--- src/ssb_pkg.sv ---
// Constants, register map and types for the softstart and brake sequencer
package ssb_pkg;

  // ----------------------------------------------------------------
  // Clock and timing
  // ----------------------------------------------------------------
  localparam int unsigned CLK_HZ = 25_000_000;
  localparam int unsigned SEC_UNIT_S = 1;
  localparam int unsigned BRAKE_DELAY_MS = 500;
  localparam int unsigned RECOVER_MS = 200;
  localparam int unsigned SIMUL_MS = 100;
  localparam int unsigned FLASH_MS = 150;
  localparam int unsigned FLASH_PAUSE_MS = 1000;
  localparam int unsigned GREEN_BLINK_MS = 250;
  localparam logic [31:0] SEC_CYC = 32'(CLK_HZ * SEC_UNIT_S);
  localparam logic [31:0] BRAKE_DELAY_CYC = 32'(CLK_HZ / 1000 * BRAKE_DELAY_MS);
  localparam logic [31:0] RECOVER_CYC = 32'(CLK_HZ / 1000 * RECOVER_MS);
  localparam logic [31:0] SIMUL_CYC = 32'(CLK_HZ / 1000 * SIMUL_MS);
  localparam logic [31:0] FLASH_CYC = 32'(CLK_HZ / 1000 * FLASH_MS);
  localparam logic [31:0] FLASH_PAUSE_CYC = 32'(CLK_HZ / 1000 * FLASH_PAUSE_MS);
  localparam logic [31:0] GREEN_BLINK_CYC = 32'(CLK_HZ / 1000 * GREEN_BLINK_MS);

  // ----------------------------------------------------------------
  // Setting limits
  // ----------------------------------------------------------------
  localparam logic [4:0] TIME_MIN_S = 5'h01;
  localparam logic [4:0] TIME_MAX_S = 5'h14;
  localparam logic [6:0] TORQUE_MIN_PCT = 7'h14;
  localparam logic [6:0] TORQUE_MAX_PCT = 7'h50;
  localparam logic [6:0] LEVEL_FULL = 7'h64;
  localparam logic [6:0] LEVEL_OFF = 7'h00;

  // ----------------------------------------------------------------
  // Register map
  // ----------------------------------------------------------------
  localparam logic [3:0] ADDR_CONFIG = 4'h0;
  localparam logic [3:0] ADDR_STATUS = 4'h4;
  localparam logic [3:0] ADDR_LEVEL = 4'h8;
  localparam int CFG_VARIANT_LSB = 0;
  localparam int CFG_SENSOR_BIT = 2;
  localparam int CFG_RAMP_LSB = 8;
  localparam int CFG_TORQUE_LSB = 16;
  localparam int CFG_BRAKE_LSB = 24;
  localparam logic [31:0] CONFIG_RESET = 32'h0a320a00;
  localparam int STS_STATE_LSB = 0;
  localparam int STS_CODE_LSB = 4;
  localparam int STS_RELAY1_BIT = 8;
  localparam int STS_RELAY2_BIT = 9;
  localparam int STS_BYPASS_BIT = 10;
  localparam int STS_BRAKE_BIT = 11;
  localparam int STS_SEMI_BIT = 12;

  // ----------------------------------------------------------------
  // Types and codes
  // ----------------------------------------------------------------
  typedef enum logic [1:0] {VAR_SWITCH, VAR_BUTTONS, VAR_SEPARATE, VAR_SOFTSTOP} ssb_variant_t;
  typedef enum logic [2:0] {
    ST_IDLE, ST_RECOVER, ST_RAMP, ST_RUN, ST_BRAKE_DLY, ST_BRAKE, ST_SOFTSTOP, ST_FAULT
  } ssb_state_t;
  localparam logic [3:0] FC_NONE = 4'h0;
  localparam logic [3:0] FC_THYRISTOR = 4'h1;
  localparam logic [3:0] FC_MOTOR_TEMP = 4'h2;
  localparam logic [3:0] FC_SENSOR_SHORT = 4'h3;
  localparam logic [3:0] FC_PHASE_FAIL = 4'h4;
  localparam logic [3:0] FC_PHASE_SEQ = 4'h5;
  localparam logic [3:0] FC_FREQ = 4'h6;
  localparam logic [3:0] FC_HEATSINK = 4'h7;
  localparam logic [3:0] FC_BRAKE_TIME = 4'h8;

endpackage

--- src/ssb_softstart_brake.sv ---
// Softstart, DC brake and fault sequencer with relays, LEDs and register port
//
// What this block does
// - during softstart the conducted level on two phases rises gradually
// - at full speed the bypass relay closes around the semiconductors
// - a stop from the switch starts braking for the set braking time
// - buttons give separate start/stop; separate variant splits start and brake inputs
// - relay one on with an accepted start, off once braking has finished
// - on any fault relay one drops together with the semiconductors
// - softstop and separate variants switch relay one with the bypass
// - relay two energises once the unit is ready after power-up
// - thyristor heat, phase loss, sequence, motor heat drop relay two, switch off
// - temperature faults stay latched until the supply is cycled
// - phase faults stay latched until the supply is cycled
// - bimetal contact overtemperature switches off and drops relay two
// - thermistor heat, short or open wire switch off and drop both relays
// - after a fault reset the unit stays stopped until a fresh start
// - green LED steady with supply, flashing while starting or braking
// - relay-one LED steady whenever relay one is on
// - relay-two LED steady when on, else flashes fault code as one to eight pulses
// - pulse counts map to the eight fault causes in fixed order
// - ramp time 1 to 20 s, starting torque 20 to 80 percent
// - braking time 1 to 20 s, braking begins 0.5 s after the stop
// - a 200 ms recovery follows each cycle before a new start
// - a start during braking abandons braking and begins a new softstart
// - with buttons, start and stop within 0.1 s gives the stop priority
//
// The implementer's own choices: the address-and-strobe port and the register addresses.
`timescale 1ns/1ps
module ssb_softstart_brake
  import ssb_pkg::*;
#(
  parameter logic [31:0] P_SEC_CYC = SEC_CYC,
  parameter logic [31:0] P_BRAKE_DELAY_CYC = BRAKE_DELAY_CYC,
  parameter logic [31:0] P_RECOVER_CYC = RECOVER_CYC,
  parameter logic [31:0] P_SIMUL_CYC = SIMUL_CYC,
  parameter logic [31:0] P_FLASH_CYC = FLASH_CYC,
  parameter logic [31:0] P_FLASH_PAUSE_CYC = FLASH_PAUSE_CYC,
  parameter logic [31:0] P_GREEN_BLINK_CYC = GREEN_BLINK_CYC
) (
  input wire logic SYS_CLK,
  input wire logic RESETN,
  input wire logic START_IN,
  input wire logic BRAKE_IN,
  input wire logic AUX_SUPPLY_OK,
  input wire logic THY_OVERTEMP,
  input wire logic HEATSINK_SENSOR_FAIL,
  input wire logic PHASE_FAIL,
  input wire logic PHASE_SEQ_ERR,
  input wire logic FREQ_ERR,
  input wire logic BIMETAL_OPEN,
  input wire logic THERM_OVERTEMP,
  input wire logic THERM_SHORT,
  input wire logic THERM_OPEN,
  input wire logic [3:0] REG_ADDR,
  input wire logic [31:0] REG_WDATA,
  input wire logic REG_WR,
  input wire logic REG_RD,
  output logic [31:0] REG_RDATA,
  output logic [6:0] FIRE_LEVEL,
  output logic SEMI_ON,
  output logic BYPASS_ON,
  output logic BRAKE_ON,
  output logic RELAY1_ON,
  output logic RELAY2_ON,
  output logic LED_GREEN,
  output logic LED_RELAY1,
  output logic LED_RELAY2
);

  // ----------------------------------------------------------------
  // Helpers
  // ----------------------------------------------------------------
  function automatic logic [4:0] clamp_secs(input logic [4:0] v);
    if (v < TIME_MIN_S) begin
      return TIME_MIN_S;
    end else if (v > TIME_MAX_S) begin
      return TIME_MAX_S;
    end
    return v;
  endfunction

  function automatic logic [31:0] secs_cycles(input logic [4:0] s);
    return {27'h0, s} * P_SEC_CYC;
  endfunction

  // ----------------------------------------------------------------
  // Registers and settings
  // ----------------------------------------------------------------
  logic [31:0] config_ff;
  ssb_state_t state_ff;
  logic [3:0] code_ff;
  logic [6:0] level_ff;
  logic ready_ff;
  ssb_variant_t variant;
  logic sensor_en;
  logic [4:0] ramp_s;
  logic [4:0] brake_s;
  logic [6:0] torque_raw;
  logic [6:0] torque;
  logic [31:0] ramp_cyc;
  logic [31:0] brake_cyc;
  logic [6:0] delta;

  assign variant = ssb_variant_t'(config_ff[CFG_VARIANT_LSB +: 2]);
  assign sensor_en = config_ff[CFG_SENSOR_BIT];
  assign ramp_s = clamp_secs(config_ff[CFG_RAMP_LSB +: 5]);
  assign brake_s = clamp_secs(config_ff[CFG_BRAKE_LSB +: 5]);
  assign torque_raw = config_ff[CFG_TORQUE_LSB +: 7];
  assign torque = (torque_raw < TORQUE_MIN_PCT) ? TORQUE_MIN_PCT :
                  (torque_raw > TORQUE_MAX_PCT) ? TORQUE_MAX_PCT : torque_raw;
  assign ramp_cyc = secs_cycles(ramp_s);
  assign brake_cyc = secs_cycles(brake_s);
  assign delta = LEVEL_FULL - torque;

  always_ff @(posedge SYS_CLK or negedge RESETN) begin
    if (!RESETN) begin
      config_ff <= CONFIG_RESET;
    end else if (REG_WR && REG_ADDR == ADDR_CONFIG) begin
      config_ff <= REG_WDATA;
    end
  end

  always_ff @(posedge SYS_CLK or negedge RESETN) begin
    if (!RESETN) begin
      REG_RDATA <= 32'h0;
    end else if (REG_RD) begin
      REG_RDATA <= 32'h0;
      case (REG_ADDR)
        ADDR_CONFIG: begin
          REG_RDATA <= config_ff;
        end
        ADDR_STATUS: begin
          REG_RDATA[STS_STATE_LSB +: 3] <= state_ff;
          REG_RDATA[STS_CODE_LSB +: 4] <= code_ff;
          REG_RDATA[STS_RELAY1_BIT] <= RELAY1_ON;
          REG_RDATA[STS_RELAY2_BIT] <= RELAY2_ON;
          REG_RDATA[STS_BYPASS_BIT] <= BYPASS_ON;
          REG_RDATA[STS_BRAKE_BIT] <= BRAKE_ON;
          REG_RDATA[STS_SEMI_BIT] <= SEMI_ON;
        end
        ADDR_LEVEL: begin
          REG_RDATA[6:0] <= FIRE_LEVEL;
        end
        default: begin
          REG_RDATA <= 32'h0;
        end
      endcase
    end
  end

  // ----------------------------------------------------------------
  // Command decoding
  // ----------------------------------------------------------------
  logic start_q_ff;
  logic brake_q_ff;
  logic armed_ff;
  logic pend_ff;
  logic block_ff;
  logic [31:0] win_ff;
  logic start_rise;
  logic stop_rise;
  logic btn_go;
  logic go;
  logic halt;
  logic sep;

  assign start_rise = START_IN && !start_q_ff;
  assign stop_rise = BRAKE_IN && !brake_q_ff;
  assign btn_go = pend_ff && win_ff == 32'h1;
  assign sep = variant == VAR_SEPARATE;
  // Level inputs need to be seen released once after reset before a start counts
  assign go = (variant == VAR_BUTTONS) ? btn_go : (START_IN && armed_ff);
  assign halt = (variant == VAR_BUTTONS) ? stop_rise :
                sep ? BRAKE_IN : !START_IN;

  always_ff @(posedge SYS_CLK or negedge RESETN) begin
    if (!RESETN) begin
      start_q_ff <= 1'b1;
      brake_q_ff <= 1'b1;
      armed_ff <= 1'b0;
    end else begin
      start_q_ff <= START_IN;
      brake_q_ff <= BRAKE_IN;
      if (!START_IN) begin
        armed_ff <= 1'b1;
      end
    end
  end

  // A start is held back for the simultaneity window so a stop inside it wins
  always_ff @(posedge SYS_CLK or negedge RESETN) begin
    if (!RESETN) begin
      pend_ff <= 1'b0;
      block_ff <= 1'b0;
      win_ff <= 32'h0;
    end else if (stop_rise) begin
      pend_ff <= 1'b0;
      block_ff <= 1'b1;
      win_ff <= P_SIMUL_CYC;
    end else if (start_rise && !block_ff && !pend_ff) begin
      pend_ff <= 1'b1;
      win_ff <= P_SIMUL_CYC;
    end else if (win_ff != 32'h0) begin
      win_ff <= win_ff - 32'h1;
      if (win_ff == 32'h1) begin
        pend_ff <= 1'b0;
        block_ff <= 1'b0;
      end
    end
  end

  // ----------------------------------------------------------------
  // Fault latching
  // ----------------------------------------------------------------
  logic [31:0] tmr_ff;
  logic brake_tmo;
  logic [3:0] new_code;
  logic fault_hit;

  assign brake_tmo = state_ff == ST_BRAKE && sep && BRAKE_IN &&
                     tmr_ff >= brake_cyc - 32'h1;

  // Lowest code wins when several causes appear together
  always_comb begin
    new_code = FC_NONE;
    if (brake_tmo) begin
      new_code = FC_BRAKE_TIME;
    end
    if (HEATSINK_SENSOR_FAIL) begin
      new_code = FC_HEATSINK;
    end
    if (FREQ_ERR) begin
      new_code = FC_FREQ;
    end
    if (PHASE_SEQ_ERR) begin
      new_code = FC_PHASE_SEQ;
    end
    if (PHASE_FAIL) begin
      new_code = FC_PHASE_FAIL;
    end
    if (sensor_en && THERM_SHORT) begin
      new_code = FC_SENSOR_SHORT;
    end
    if (sensor_en && (BIMETAL_OPEN || THERM_OVERTEMP || THERM_OPEN)) begin
      new_code = FC_MOTOR_TEMP;
    end
    if (THY_OVERTEMP) begin
      new_code = FC_THYRISTOR;
    end
  end

  assign fault_hit = code_ff != FC_NONE || new_code != FC_NONE;

  // Only a power cycle clears the code; nothing else writes it back
  always_ff @(posedge SYS_CLK or negedge RESETN) begin
    if (!RESETN) begin
      code_ff <= FC_NONE;
    end else if (code_ff == FC_NONE) begin
      code_ff <= new_code;
    end
  end

  always_ff @(posedge SYS_CLK or negedge RESETN) begin
    if (!RESETN) begin
      ready_ff <= 1'b0;
    end else begin
      ready_ff <= 1'b1;
    end
  end

  // ----------------------------------------------------------------
  // Sequencer
  // ----------------------------------------------------------------
  logic [31:0] acc_ff;
  logic [31:0] acc_sum;
  logic [31:0] span;

  assign span = (state_ff == ST_SOFTSTOP) ? brake_cyc : ramp_cyc;
  assign acc_sum = acc_ff + {25'h0, delta};

  always_ff @(posedge SYS_CLK or negedge RESETN) begin
    if (!RESETN) begin
      state_ff <= ST_IDLE;
      tmr_ff <= 32'h0;
      acc_ff <= 32'h0;
      level_ff <= LEVEL_OFF;
    end else if (fault_hit) begin
      state_ff <= ST_FAULT;
      level_ff <= LEVEL_OFF;
      tmr_ff <= 32'h0;
    end else begin
      tmr_ff <= tmr_ff + 32'h1;
      case (state_ff)
        ST_IDLE: begin
          tmr_ff <= 32'h0;
          if (go && !halt) begin
            state_ff <= ST_RAMP;
            level_ff <= torque;
            acc_ff <= 32'h0;
          end
        end
        ST_RECOVER: begin
          if (tmr_ff >= P_RECOVER_CYC - 32'h1) begin
            state_ff <= ST_IDLE;
          end
        end
        ST_RAMP, ST_RUN: begin
          if (halt) begin
            tmr_ff <= 32'h0;
            acc_ff <= 32'h0;
            if (variant == VAR_SOFTSTOP) begin
              state_ff <= ST_SOFTSTOP;
            end else begin
              state_ff <= ST_BRAKE_DLY;
              level_ff <= LEVEL_OFF;
            end
          end else if (sep && !START_IN) begin
            state_ff <= ST_RECOVER;
            tmr_ff <= 32'h0;
            level_ff <= LEVEL_OFF;
          end else if (state_ff == ST_RAMP) begin
            if (tmr_ff >= ramp_cyc - 32'h1) begin
              state_ff <= ST_RUN;
              level_ff <= LEVEL_FULL;
            end else if (acc_sum >= span) begin
              acc_ff <= acc_sum - span;
              if (level_ff < LEVEL_FULL) begin
                level_ff <= level_ff + 7'h1;
              end
            end else begin
              acc_ff <= acc_sum;
            end
          end
        end
        ST_BRAKE_DLY, ST_BRAKE: begin
          if (go && !halt) begin
            state_ff <= ST_RAMP;
            level_ff <= torque;
            acc_ff <= 32'h0;
            tmr_ff <= 32'h0;
          end else if (state_ff == ST_BRAKE_DLY) begin
            if (tmr_ff >= P_BRAKE_DELAY_CYC - 32'h1) begin
              state_ff <= ST_BRAKE;
              level_ff <= torque;
              tmr_ff <= 32'h0;
            end
          end else if ((sep && !BRAKE_IN) || tmr_ff >= brake_cyc - 32'h1) begin
            state_ff <= ST_RECOVER;
            level_ff <= LEVEL_OFF;
            tmr_ff <= 32'h0;
          end
        end
        ST_SOFTSTOP: begin
          if (go && !halt) begin
            state_ff <= ST_RAMP;
            level_ff <= torque;
            acc_ff <= 32'h0;
            tmr_ff <= 32'h0;
          end else if (tmr_ff >= brake_cyc - 32'h1) begin
            state_ff <= ST_RECOVER;
            level_ff <= LEVEL_OFF;
            tmr_ff <= 32'h0;
          end else if (acc_sum >= span) begin
            acc_ff <= acc_sum - span;
            if (level_ff > torque) begin
              level_ff <= level_ff - 7'h1;
            end
          end else begin
            acc_ff <= acc_sum;
          end
        end
        ST_FAULT: begin
          tmr_ff <= 32'h0;
        end
        default: begin
          state_ff <= ST_IDLE;
        end
      endcase
    end
  end

  // ----------------------------------------------------------------
  // Power stage and relays
  // ----------------------------------------------------------------
  logic conducting;
  logic cycle_busy;

  assign conducting = state_ff == ST_RAMP || state_ff == ST_BRAKE || state_ff == ST_SOFTSTOP;
  assign cycle_busy = conducting || state_ff == ST_BRAKE_DLY;

  // All power and relay outputs register from the same state so they move together
  always_ff @(posedge SYS_CLK or negedge RESETN) begin
    if (!RESETN) begin
      SEMI_ON <= 1'b0;
      BYPASS_ON <= 1'b0;
      BRAKE_ON <= 1'b0;
      FIRE_LEVEL <= LEVEL_OFF;
      RELAY1_ON <= 1'b0;
      RELAY2_ON <= 1'b0;
    end else begin
      SEMI_ON <= conducting;
      BYPASS_ON <= state_ff == ST_RUN;
      BRAKE_ON <= state_ff == ST_BRAKE;
      FIRE_LEVEL <= conducting ? level_ff : LEVEL_OFF;
      if (variant == VAR_SEPARATE || variant == VAR_SOFTSTOP) begin
        RELAY1_ON <= state_ff == ST_RUN;
      end else begin
        RELAY1_ON <= cycle_busy || state_ff == ST_RUN;
      end
      RELAY2_ON <= ready_ff && state_ff != ST_FAULT;
    end
  end

  // ----------------------------------------------------------------
  // Indicators
  // ----------------------------------------------------------------
  logic [31:0] gr_tmr_ff;
  logic gr_ph_ff;
  logic [31:0] fl_tmr_ff;
  logic fl_on_ff;
  logic [3:0] fl_cnt_ff;

  always_ff @(posedge SYS_CLK or negedge RESETN) begin
    if (!RESETN) begin
      gr_tmr_ff <= 32'h0;
      gr_ph_ff <= 1'b0;
    end else if (!cycle_busy) begin
      gr_tmr_ff <= 32'h0;
      gr_ph_ff <= 1'b0;
    end else if (gr_tmr_ff >= P_GREEN_BLINK_CYC - 32'h1) begin
      gr_tmr_ff <= 32'h0;
      gr_ph_ff <= !gr_ph_ff;
    end else begin
      gr_tmr_ff <= gr_tmr_ff + 32'h1;
    end
  end

  // Code pulses: on, off, repeated code times, then a long dark pause
  always_ff @(posedge SYS_CLK or negedge RESETN) begin
    if (!RESETN) begin
      fl_tmr_ff <= 32'h0;
      fl_on_ff <= 1'b0;
      fl_cnt_ff <= 4'h0;
    end else if (code_ff == FC_NONE) begin
      fl_tmr_ff <= 32'h0;
      fl_on_ff <= 1'b0;
      fl_cnt_ff <= 4'h0;
    end else if (fl_tmr_ff != 32'h0) begin
      fl_tmr_ff <= fl_tmr_ff - 32'h1;
    end else if (fl_on_ff) begin
      fl_on_ff <= 1'b0;
      if (fl_cnt_ff + 4'h1 >= code_ff) begin
        fl_cnt_ff <= 4'h0;
        fl_tmr_ff <= P_FLASH_PAUSE_CYC - 32'h1;
      end else begin
        fl_cnt_ff <= fl_cnt_ff + 4'h1;
        fl_tmr_ff <= P_FLASH_CYC - 32'h1;
      end
    end else begin
      fl_on_ff <= 1'b1;
      fl_tmr_ff <= P_FLASH_CYC - 32'h1;
    end
  end

  always_ff @(posedge SYS_CLK or negedge RESETN) begin
    if (!RESETN) begin
      LED_GREEN <= 1'b0;
      LED_RELAY1 <= 1'b0;
      LED_RELAY2 <= 1'b0;
    end else begin
      LED_GREEN <= AUX_SUPPLY_OK && (!cycle_busy || gr_ph_ff);
      LED_RELAY1 <= RELAY1_ON;
      LED_RELAY2 <= RELAY2_ON || fl_on_ff;
    end
  end

endmodule

--- config.mk ---
export PLATFORM = sky130hd
export DESIGN_NAME = ssb_softstart_brake
export DESIGN_NICKNAME = d
export VERILOG_FILES = /design/src/ssb_pkg.sv /design/src/ssb_softstart_brake.sv
export SDC_FILE = /design/constraint.sdc
export NUM_CORES = 1
export LEC_CHECK = 0
export BUFFER_PORTS_ARGS = -buffer_cell sky130_fd_sc_hd__buf_4
export CAP_MARGIN = 20
export CORE_MARGIN = 1
export CORE_UTILIZATION = 45
export CTS_BUF_LIST = sky130_fd_sc_hd__clkbuf_2 sky130_fd_sc_hd__clkbuf_4 sky130_fd_sc_hd__clkbuf_8
export DETAILED_ROUTE_END_ITERATION = 8
export PLACE_DENSITY = 0.58
export SYNTH_ARGS = -nofsm -noshare
export SYNTH_HDL_FRONTEND = slang
export SYNTH_SLANG_ARGS = --single-unit
--- constraint.sdc ---
create_clock -name SYS_CLK -period 25.3 [get_ports SYS_CLK]
set_input_delay 2.53 -clock SYS_CLK [delete_from_list [all_inputs] [get_ports SYS_CLK]]
set_output_delay 2.53 -clock SYS_CLK [all_outputs]
set_load 0.1 [all_outputs]
# == Yosys cells after proc, flatten, opt, wreduce, memory -nomap -nowiden ==
# Index checks and enable logic that the tools add are counted.
# totals
ff_bits,265
# classes
mux,107
magnitude_cmp,15
n_eq_ne,34
bitwise_logic,1
multipliers,2
n_addsub,12
n_reduce_logical,62
# op_table
cell,count
two-way mux 32 bit,25
two-way mux 7 bit,20
one-hot mux 32 bit (4 select lines),1
one-hot mux 32 bit (3 select lines),1
"adder 32 x 1 -> 32 bit, second input constant",2
"greater-or-equal comparator 32 x 23 -> 1 bit, second input constant",2
greater-or-equal comparator 32 bit,2
nonzero test 32 bit,2
"subtractor 32 x 1 -> 32 bit, second input constant",2
"subtractor 30 x 1 -> 31 bit, second input constant",2
"multiplier 5 x 19 -> 24 bit, second input constant",2
two-way mux 4 bit,12
two-way mux 3 bit,13
adder 32 x 7 -> 32 bit,1
"== test 32 x 1 -> 1 bit, second input constant",1
"greater-or-equal comparator 32 x 24 -> 1 bit, second input constant",1
greater-or-equal comparator 32 x 30 -> 1 bit,1
subtractor 32 x 30 -> 32 bit,1
two-way mux 30 bit,1
two-way mux 5 bit,6
one-hot mux 7 bit (4 select lines),1
two-way mux 25 bit,1
"inequality test 3 bit, second input constant",7
"inequality test 5 bit, second input constant",4
49 further kinds,122

# == Depth between registers and ports, before layout ==
# Gate-level depths: netlist of run 1.
# logic_depth
word_depth,20
depth_mapped,33

# == Worst setup path after synthesis of run 1 ==
# Ideal clock, no wire load.
# synth_timing
path_kind,register to register
start,register config_ff[27]
end,register acc_ff[28]
slack_ns,17.358
n_path_buf,1
setup_time_ns,0.078
t_arrival_ns,7.864
required_ns,25.222
path_stages_with_launch,30
synth_period_minus_slack_ns,7.942
path_cell_list,dfstp_2 -> nor2_1 -> o21ai_0 -> inv_1 -> ha_1 -> inv_1 -> fa_1 -> inv_1 -> ha_1 -> a211oi_1 -> o21ai_1 -> a221o_1 -> a21oi_1 -> xnor2_1 -> or3b_1 -> or4_4 -> nor3_2 -> xnor2_1 -> ha_1 -> a21o_1 -> a21o_1 -> a2111oi_0 -> o221ai_1 -> nor2_1 -> o21ai_0 -> a2111oi_4 -> and2_1 -> buf_2 -> a21oi_1 -> o2bb2ai_1
# synth_via
elab_chain_len,20
# synth_rtl
element,line_no,rtl
start: declaration,ssb_softstart_brake.sv:90,logic [31:0] config_ff;
start signal: assignment,ssb_softstart_brake.sv:118,config_ff <= CONFIG_RESET;
start signal: assignment,ssb_softstart_brake.sv:120,config_ff <= REG_WDATA;
greater-than comparator 5 bit,ssb_softstart_brake.sv:77,end else if (v > TIME_MAX_S) begin
two-way mux 1 bit,ssb_softstart_brake.sv:77,
two-way mux 1 bit,ssb_softstart_brake.sv:75,if (v < TIME_MIN_S) begin
two-way mux 5 bit *,ssb_softstart_brake.sv:80,return v;
multiplier 5 x 19 -> 24 bit *,ssb_softstart_brake.sv:84,"return {27'h0, s} * P_SEC_CYC;"
subtractor 30 x 1 -> 31 bit,"ssb_softstart_brake.sv:222, ssb_softstart_brake.sv:360",
greater-or-equal comparator 32 bit,"ssb_softstart_brake.sv:222, ssb_softstart_brake.sv:360",
logical AND 1 bit,ssb_softstart_brake.sv:221,assign brake_tmo = state_ff == ST_BRAKE && sep && BRAKE_IN &&
[4 not listed],-,
two-way mux 4 bit,ssb_softstart_brake.sv:239,if (PHASE_FAIL) begin
two-way mux 4 bit,ssb_softstart_brake.sv:242,if (sensor_en && THERM_SHORT) begin
two-way mux 4 bit,ssb_softstart_brake.sv:245,if (sensor_en && (BIMETAL_OPEN || THERM_OVERTEMP || THERM_OPEN)) begin
two-way mux 4 bit,ssb_softstart_brake.sv:248,if (THY_OVERTEMP) begin
nonzero test 4 bit,ssb_softstart_brake.sv:253,assign fault_hit = code_ff != FC_NONE || new_code != FC_NONE;
logical OR 1 bit,ssb_softstart_brake.sv:253,
inverter 1 bit (no source line),-,
AND reduction 7 bit (no source line),-,
end signal: assignment,ssb_softstart_brake.sv:327,acc_ff <= acc_sum - span;
end signal: assignment,ssb_softstart_brake.sv:332,acc_ff <= acc_sum;
end signal: assignment,ssb_softstart_brake.sv:365,acc_ff <= acc_sum - span;
end: declaration,ssb_softstart_brake.sv:275,logic [31:0] acc_ff;
# Mark *: on every way between the ends. The rest lies on a longest branch, timed or not. The select of a mux whose other input is x is not followed.
# A chain may end at the register's enable or synchronous reset.

# == Worst setup path after layout of run 1 ==
# layout_timing
start,register config_ff[12]
end,register level_ff[4]
# layout_via
elab_chain_len,13
# layout_rtl
element,line_no,rtl
greater-than comparator 5 bit,ssb_softstart_brake.sv:77,
two-way mux 1 bit,ssb_softstart_brake.sv:77,
two-way mux 1 bit,ssb_softstart_brake.sv:75,
two-way mux 5 bit *,ssb_softstart_brake.sv:80,
multiplier 5 x 19 -> 24 bit *,ssb_softstart_brake.sv:84,
subtractor 30 x 1 -> 31 bit,ssb_softstart_brake.sv:323,if (tmr_ff >= ramp_cyc - 32'h1) begin
greater-or-equal comparator 32 bit,ssb_softstart_brake.sv:323,
two-way mux 7 bit,ssb_softstart_brake.sv:323,
two-way mux 7 bit,ssb_softstart_brake.sv:322,end else if (state_ff == ST_RAMP) begin
two-way mux 7 bit,ssb_softstart_brake.sv:318,end else if (sep && !START_IN) begin
two-way mux 7 bit,ssb_softstart_brake.sv:309,if (halt) begin
one-hot mux 7 bit (4 select lines),ssb_softstart_brake.sv:294,case (state_ff)
two-way mux 7 bit,ssb_softstart_brake.sv:288,end else if (fault_hit) begin
end signal: assignment,ssb_softstart_brake.sv:299,level_ff <= torque;
end signal: assignment,ssb_softstart_brake.sv:329,level_ff <= level_ff + 7'h1;
end signal: assignment,ssb_softstart_brake.sv:339,level_ff <= torque;
end: declaration,ssb_softstart_brake.sv:93,logic [6:0] level_ff;
# Marks and branches as above.

==> results.txt, run 1 <==
Fin. Hold Viols - 0
R2R Path Start - config_ff[12]
Worst-Margin Slew - 0.981 ns
post-synthesis compound-gate area fraction - 0.159
RSZ-0062 raised after global routing - no
final setup vio count - 0
DR WL/cell - 17.5 um
Max-Slew Margin vs Limit - 0.346
flops & latches, synth - 265
drc violations - 0
Setup CP Type - flop to flop
post-synth top area share - 0.321
CP Launch Type - flop
via count - 16.5k
main combinational cell family by area after synthesis - simple AND/OR/NAND/NOR gates
Yosys Warn Count - 0
mux share of post-synthesis cell area - 0.0283
GRT Total Usage - 0.232
max-slew violation count - 0
nets - 2611
ranking of synthesized cells by area - dfrtp_1, ha_1, xnor2_1
Max clock buf depth - 3
outcome - complete, no violations
maxcap violations - 0
Critical Path Sink - level_ff[4]
drt first pass iters - 5
DP HPWL - 39300 um
Distinct cells, synth - 86
critical path data arrival time - 9.65 ns
register area share after synthesis - 0.332
Primary FF master, synth - dfrtp_1
Post-Syn Area per Cell - 8.94 um2
setup TNS - 0 ns
post-CTS setup buffers - 0
Antenna Violating Nets Remaining - 0
Die Area - 0.0452 mm2
clk_lat worst skew - 0.62 ns
most frequent cells in the layout - dfrtp_1, nor2_1, ha_1
I/O pins - 99
met3 wire length - 2340 um
Post-CTS Resized - 0
CTS tree - yes
share of cells above drive strength 1 - 0.118
register-to-register setup slack - 16.14 ns
commonest non-fill, non-tap cell in the layout - dfrtp_1
Critical Path RT - 25.79 ns
R2R cell count - 29
Metal-1 WL - 24800 um
met2 wire length - 23400 um
Reg clk slew, reported paths - 0.06 ns
DIE HEIGHT - 213 um
CTS Buf Count - 48
WL final - 51800 um
DR top layer - met4
first-pass GRT wire length - 83800 um
Row Count - 76
Layout area overhead - 12.4%
1st-iter DRT viols - 1005
Setup Skew - 0.0355 ns
EDFF count, synth - 0
Post-Synth XOR/XNOR Area - 0.0956
Slowest-stage cell, CP - fa_1
H-tree lvl count - 2
synthesized-area fraction occupied by adder cells - 0.148
CTS Hold Bufs - 0
vias in the first global route - 16.1k
period utilization - 0.362
Fmax achieved - 109 MHz
worst setup path start - config_ff[12]
initial antenna violation count - 0
vias per cell - 5.57
Post-synth ARST share - 1.00
Initial Util - 0.460
CP Max Fanout - 11
Ant. Diodes - 0
Syn Std Cell Area - 0.0200 mm2
dominant cell type by area after synthesis - dfrtp_1
TritonCTS Sinks - 265
slowest stage delay, CP - 0.60 ns
Hold Crit Class - flop to flop
largest net degree at the start of global routing - 166
minimum clock period - 9.16 ns
total grt overflow - 0
Die W - 213 um
gpl congestion - 0.880
crit end category - flop
worst r2r dst - level_ff[4]
clock root buffer master - clkbuf_8
Simple-Gate Fraction of Synth Area - 0.196
Post-Syn Instances - 2236
Port Buffer Count - 98
Core Area - 0.0435 mm2
routing by layer:
metal,GRT usage,vias to the layer above
met1,0.325,7985
met5,0,-
li1,-,8141
met3,0.0390,73
met4,0.0707,0
met2,0.366,330
per-stage QoR:
step / hold slack (ns) / setup slack (ns) / utilization / std cells / area (um2)
floorplan: 0.425 / 17.36 / - / 2244 / 20000
global placement: 0.436 / 16.33 / 0.492 / 2876 / 21400
detailed placement: 0.435 / 16.15 / 0.492 / 2876 / 21400
CTS: 0.448 / 16.13 / 0.516 / 2964 / 22400
global route: 0.462 / 15.52 / 0.517 / 2965 / 22500
finish: 0.443 / 16.14 / 0.517 / 2965 / 22500
sequential cells by signal, summed over array words and instances (netlist names), 3 cells and up:
| name | count |
|---|---|
| FIRE_LEVEL | 7 |
| level_ff | 7 |
| code_ff | 4 |
| REG_RDATA | 32 |
| config_ff | 32 |
| win_ff | 32 |
| fl_tmr_ff | 32 |
| gr_tmr_ff | 32 |
| state_ff | 3 |
| fl_cnt_ff | 4 |
| tmr_ff | 32 |
| acc_ff | 32 |
cells in the mapped netlist (all sizes together) (7+ instances only):
cell type and n:
mux2i 16, nor2 219, dfstp 9, o21a 20, clkbuf 51, o22ai 17, xnor2 127, a22o 24
a21o 39, inv 145, o21ai 129, nand2b 25, buf 17, mux2 36, a31oi 11, fa 31
nand4 38, and2 21, xor2 91, or3 31, nand3 76, and4 15, or4 17, nor3 54
nand2 160, ha 186, and3 18, nor4 28, o21bai 7, nand3b 13, dfrtp 256, a22oi 15
nor3b 9, o31ai 14, or2 13, a21oi 134, nor2b 24, a211oi 16
area by class of cell:
class / instances / area [um2]
fillers: 4108 / 21000
multi-input cells: 1766 / 12600
flip-flops and latches: 265 / 6640
clock buffers: 79 / 993
repair buffers: 116 / 898
well taps: 585 / 732
inverters: 145 / 544
clock inverters: 9 / 76.3
critical path: cells and delay by family (launching register included):
family                   cells  cell delay (ns)
AO/OA/AOI/OAI                8             2.26
XOR/XNOR                     1             0.18
flip-flops                   1             0.51
adder cells (fa/ha/maj)      5             2.07
buffers and inverters        3             0.36
multiplexers                 1             0.37
AND/OR/NAND/NOR             11             3.28
worst min-delay path by stage:
| stage | start | end | slack, ns | depth (start not counted) |
|---|---|---|---|---|
| floorplan | tmr_ff[0] | tmr_ff[0] | 0.43 | 1 |
| global placement | ready_ff | RELAY2_ON | 0.44 | 1 |
| detailed placement | ready_ff | RELAY2_ON | 0.44 | 1 |
| CTS | ready_ff | RELAY2_ON | 0.45 | 1 |
| global route | ready_ff | RELAY2_ON | 0.46 | 1 |
| finish | ready_ff | RELAY2_ON | 0.44 | 1 |
kinds of logic (layout without fill, tap and decap cells):
family	count (synthesis)	in the layout
compound gates	493	493
xor+xnor	218	218
fa+ha+maj	217	217
buf+inv	213	349
flops	265	265
mux	52	52
other cells	2	10
simple gates	776	776
Power of run 1 is left out: the tool's default activity adds up to more than one toggle a clock period on the data nets, which glitch-free logic cannot reach.
==> run 2: changes to the inputs <==
Settings changed: PLACE_DENSITY 0.58 to 0.6.
Clock period 25.3 ns to 7.7 ns, I/O delays scaled along.
==> run 2 against run 1 <==
  * Sequential cell count unchanged
  * Critical path depth grew 1
  * Critical endpoint unchanged
  * Clock skew is 0.0035 ns higher
  * Wire length grew 3.2%
  * First-iteration DRC count grew 14%
==> results.txt, run 2 (synthesized netlist as in run 1, its figures left out) <==
gpl congestion - 0.927 (+5.4%)
drt first pass iters - 5 (unchanged)
Row Count - 76 (unchanged)
vias in the first global route - 16.5k (+2.3%)
largest net degree at the start of global routing - 166 (unchanged)
Antenna Violating Nets Remaining - 0 (unchanged)
worst r2r dst - level_ff[4]
Critical Path RT - 8.22 ns (-17.57 ns)
most frequent cells in the layout - dfrtp_1, nor2_1, buf_4
Worst-Margin Slew - 0.976 ns (-0.00479 ns)
Slowest-stage cell, CP - dfstp_2
met2 GRT Util - 0.389 (+0.0227)
DP HPWL - 40100 um (+2.1%)
first-pass GRT wire length - 86400 um (+3.2%)
Fin. Hold Viols - 0 (unchanged)
TritonCTS Sinks - 265 (unchanged)
Die Area - 0.0452 mm2 (unchanged)
outcome - complete, no violations
Layout area overhead - 17.7%
FILL cells - 3986 (-3.0%)
Fmax achieved - 134 MHz (+23%)
total grt overflow - 0 (unchanged)
GR Util met3 - 0.0332 (-0.00574)
max-slew violation count - 0 (unchanged)
delay-heaviest family, CP - compound AO/OA/AOI/OAI gates
Setup CP Type - flop to flop
clock root buffer master - clkbuf_8
initial antenna violation count - 0 (unchanged)
CTS Buf Count - 47 (-2.1%)
Core Area - 0.0435 mm2 (unchanged)
share of cells above drive strength 1 - 0.167 (+0.0482)
vias per cell - 5.63 (+0.92%)
period utilization - 0.967 (+0.605)
R2R Path Start - config_ff[11]
WP buf/inv - 4 (+1)
Reg clk slew, reported paths - 0.07 ns (about the same)
R2R cell count - 30 (+3.4%)
met1 Usage GRT - 0.330 (+0.00506)
Initial Util - 0.460 (unchanged)
DIE HEIGHT - 213 um (unchanged)
Die W - 213 um (unchanged)
slowest stage delay, CP - 0.58 ns (-0.02 ns)
Post-Place Cells - 2948 (+2.5%)
CP Max Fanout - 5 (-6)
non-filler cells in the finished layout - 3045 (+2.7%)
Max clock buf depth - 3 (unchanged)
register-to-register setup slack - 0.25 ns (-15.89 ns)
via count - 17.1k (+3.6%)
CTS tree - yes
GRT Total Usage - 0.238 (+0.00555)
H-tree lvl count - 2 (unchanged)
nets - 2691 (+3.1%)
minimum clock period - 7.45 ns (-1.71 ns)
clk_lat worst skew - 0.63 ns (about the same)
Hold Crit Class - primary input to asynchronous set/reset pin
critical path data arrival time - 7.97 ns (-1.68 ns)
RSZ-0062 raised after global routing - yes
crit end category - flop
final hold slack - 0.203 ns (-0.240 ns)
Port Buffer Count - 98 (unchanged)
Max-Slew Margin vs Limit - 0.347 (+0.00161)
Setup Skew - 0.0390 ns (+0.00348 ns)
DR WL/cell - 17.5 um (+0.49%)
WL final - 53400 um (+3.2%)
GRT busiest layer - met2
CP Launch Type - flop
drc violations - 0 (unchanged)
maxcap violations - 0 (unchanged)
commonest non-fill, non-tap cell in the layout - dfrtp_1
I/O pins - 99 (unchanged)
final setup vio count - 0 (unchanged)
Critical Path Most Common Cell - ha_1
1st-iter DRT viols - 1147 (+14%)
## run 2: worst register-to-register path, delay by kind of cell (launching register included)
kind                       cells  cell delay, ns
AOI/OAI and AO/OA             11            2.11
DFF                            1            0.58
adders and majority gates      5            1.78
muxes                          1            0.33
and+or+nand+nor                8            1.88
buffers and inverters          4            0.41
xor gates and xnor gates       1            0.26
## run 2: through the flow
stage	cell area, um2	setup slack [ns]	setup TNS (ns)	util
3_5_place_dp	21900	-0.0266	-0.0896	0.505
4_1_cts	23100	-0.0407	-0.178	0.532
6_report	23500	0.253	0	0.541
2_1_floorplan	20000	0.0569	0	-
3_3_place_gp	21900	0.126	0	0.505
5_1_grt	23500	-0.0990	-0.470	0.541
## run 2: repair_timing
action                                  4_1_cts  5_1_grt
pin swaps                                     1       33
buffers inserted                              0        9
resized for setup                             1       64
hold buffers                                  0        0
hold endpoints to repair                      0        0
endpoints found under the setup margin       12       74
## run 2: worst max path at each step
stage / startpoint / to / slack (ns) / cells after the start
after floorplan: config_ff[12] / level_ff[4] / 0.06 / 29
after global placement: config_ff[27] / acc_ff[28] / 0.13 / 29
after detailed placement: config_ff[27] / acc_ff[29] / -0.03 / 28
after CTS: config_ff[12] / acc_ff[19] / -0.04 / 29
after global routing: config_ff[11] / level_ff[4] / -0.1 / 30
final: config_ff[11] / level_ff[4] / 0.25 / 30
## run 2: routing by layer
layer | vias to the layer above | wire, um
met5 | - | 0
met1 | 8331 | 25300
met4 | 0 | 872
li1 | 8307 | -
met2 | 436 | 24700
met3 | 57 | 2600
## run 2: cell type report
class | count | area, um2 | area share
multi-input combinational | 1766 | 12900 | 0.547
sequential | 265 | 6640 | 0.283
timing repair buffer | 197 | 1550 | 0.0658
clock buffer | 66 | 883 | 0.0376
tap | 585 | 732 | 0.0311
inverter | 145 | 544 | 0.0231
clock inverter | 20 | 298 | 0.0127
antenna | 1 | 2.50 | 0.000106
Power of run 2 is left out for the same reason.
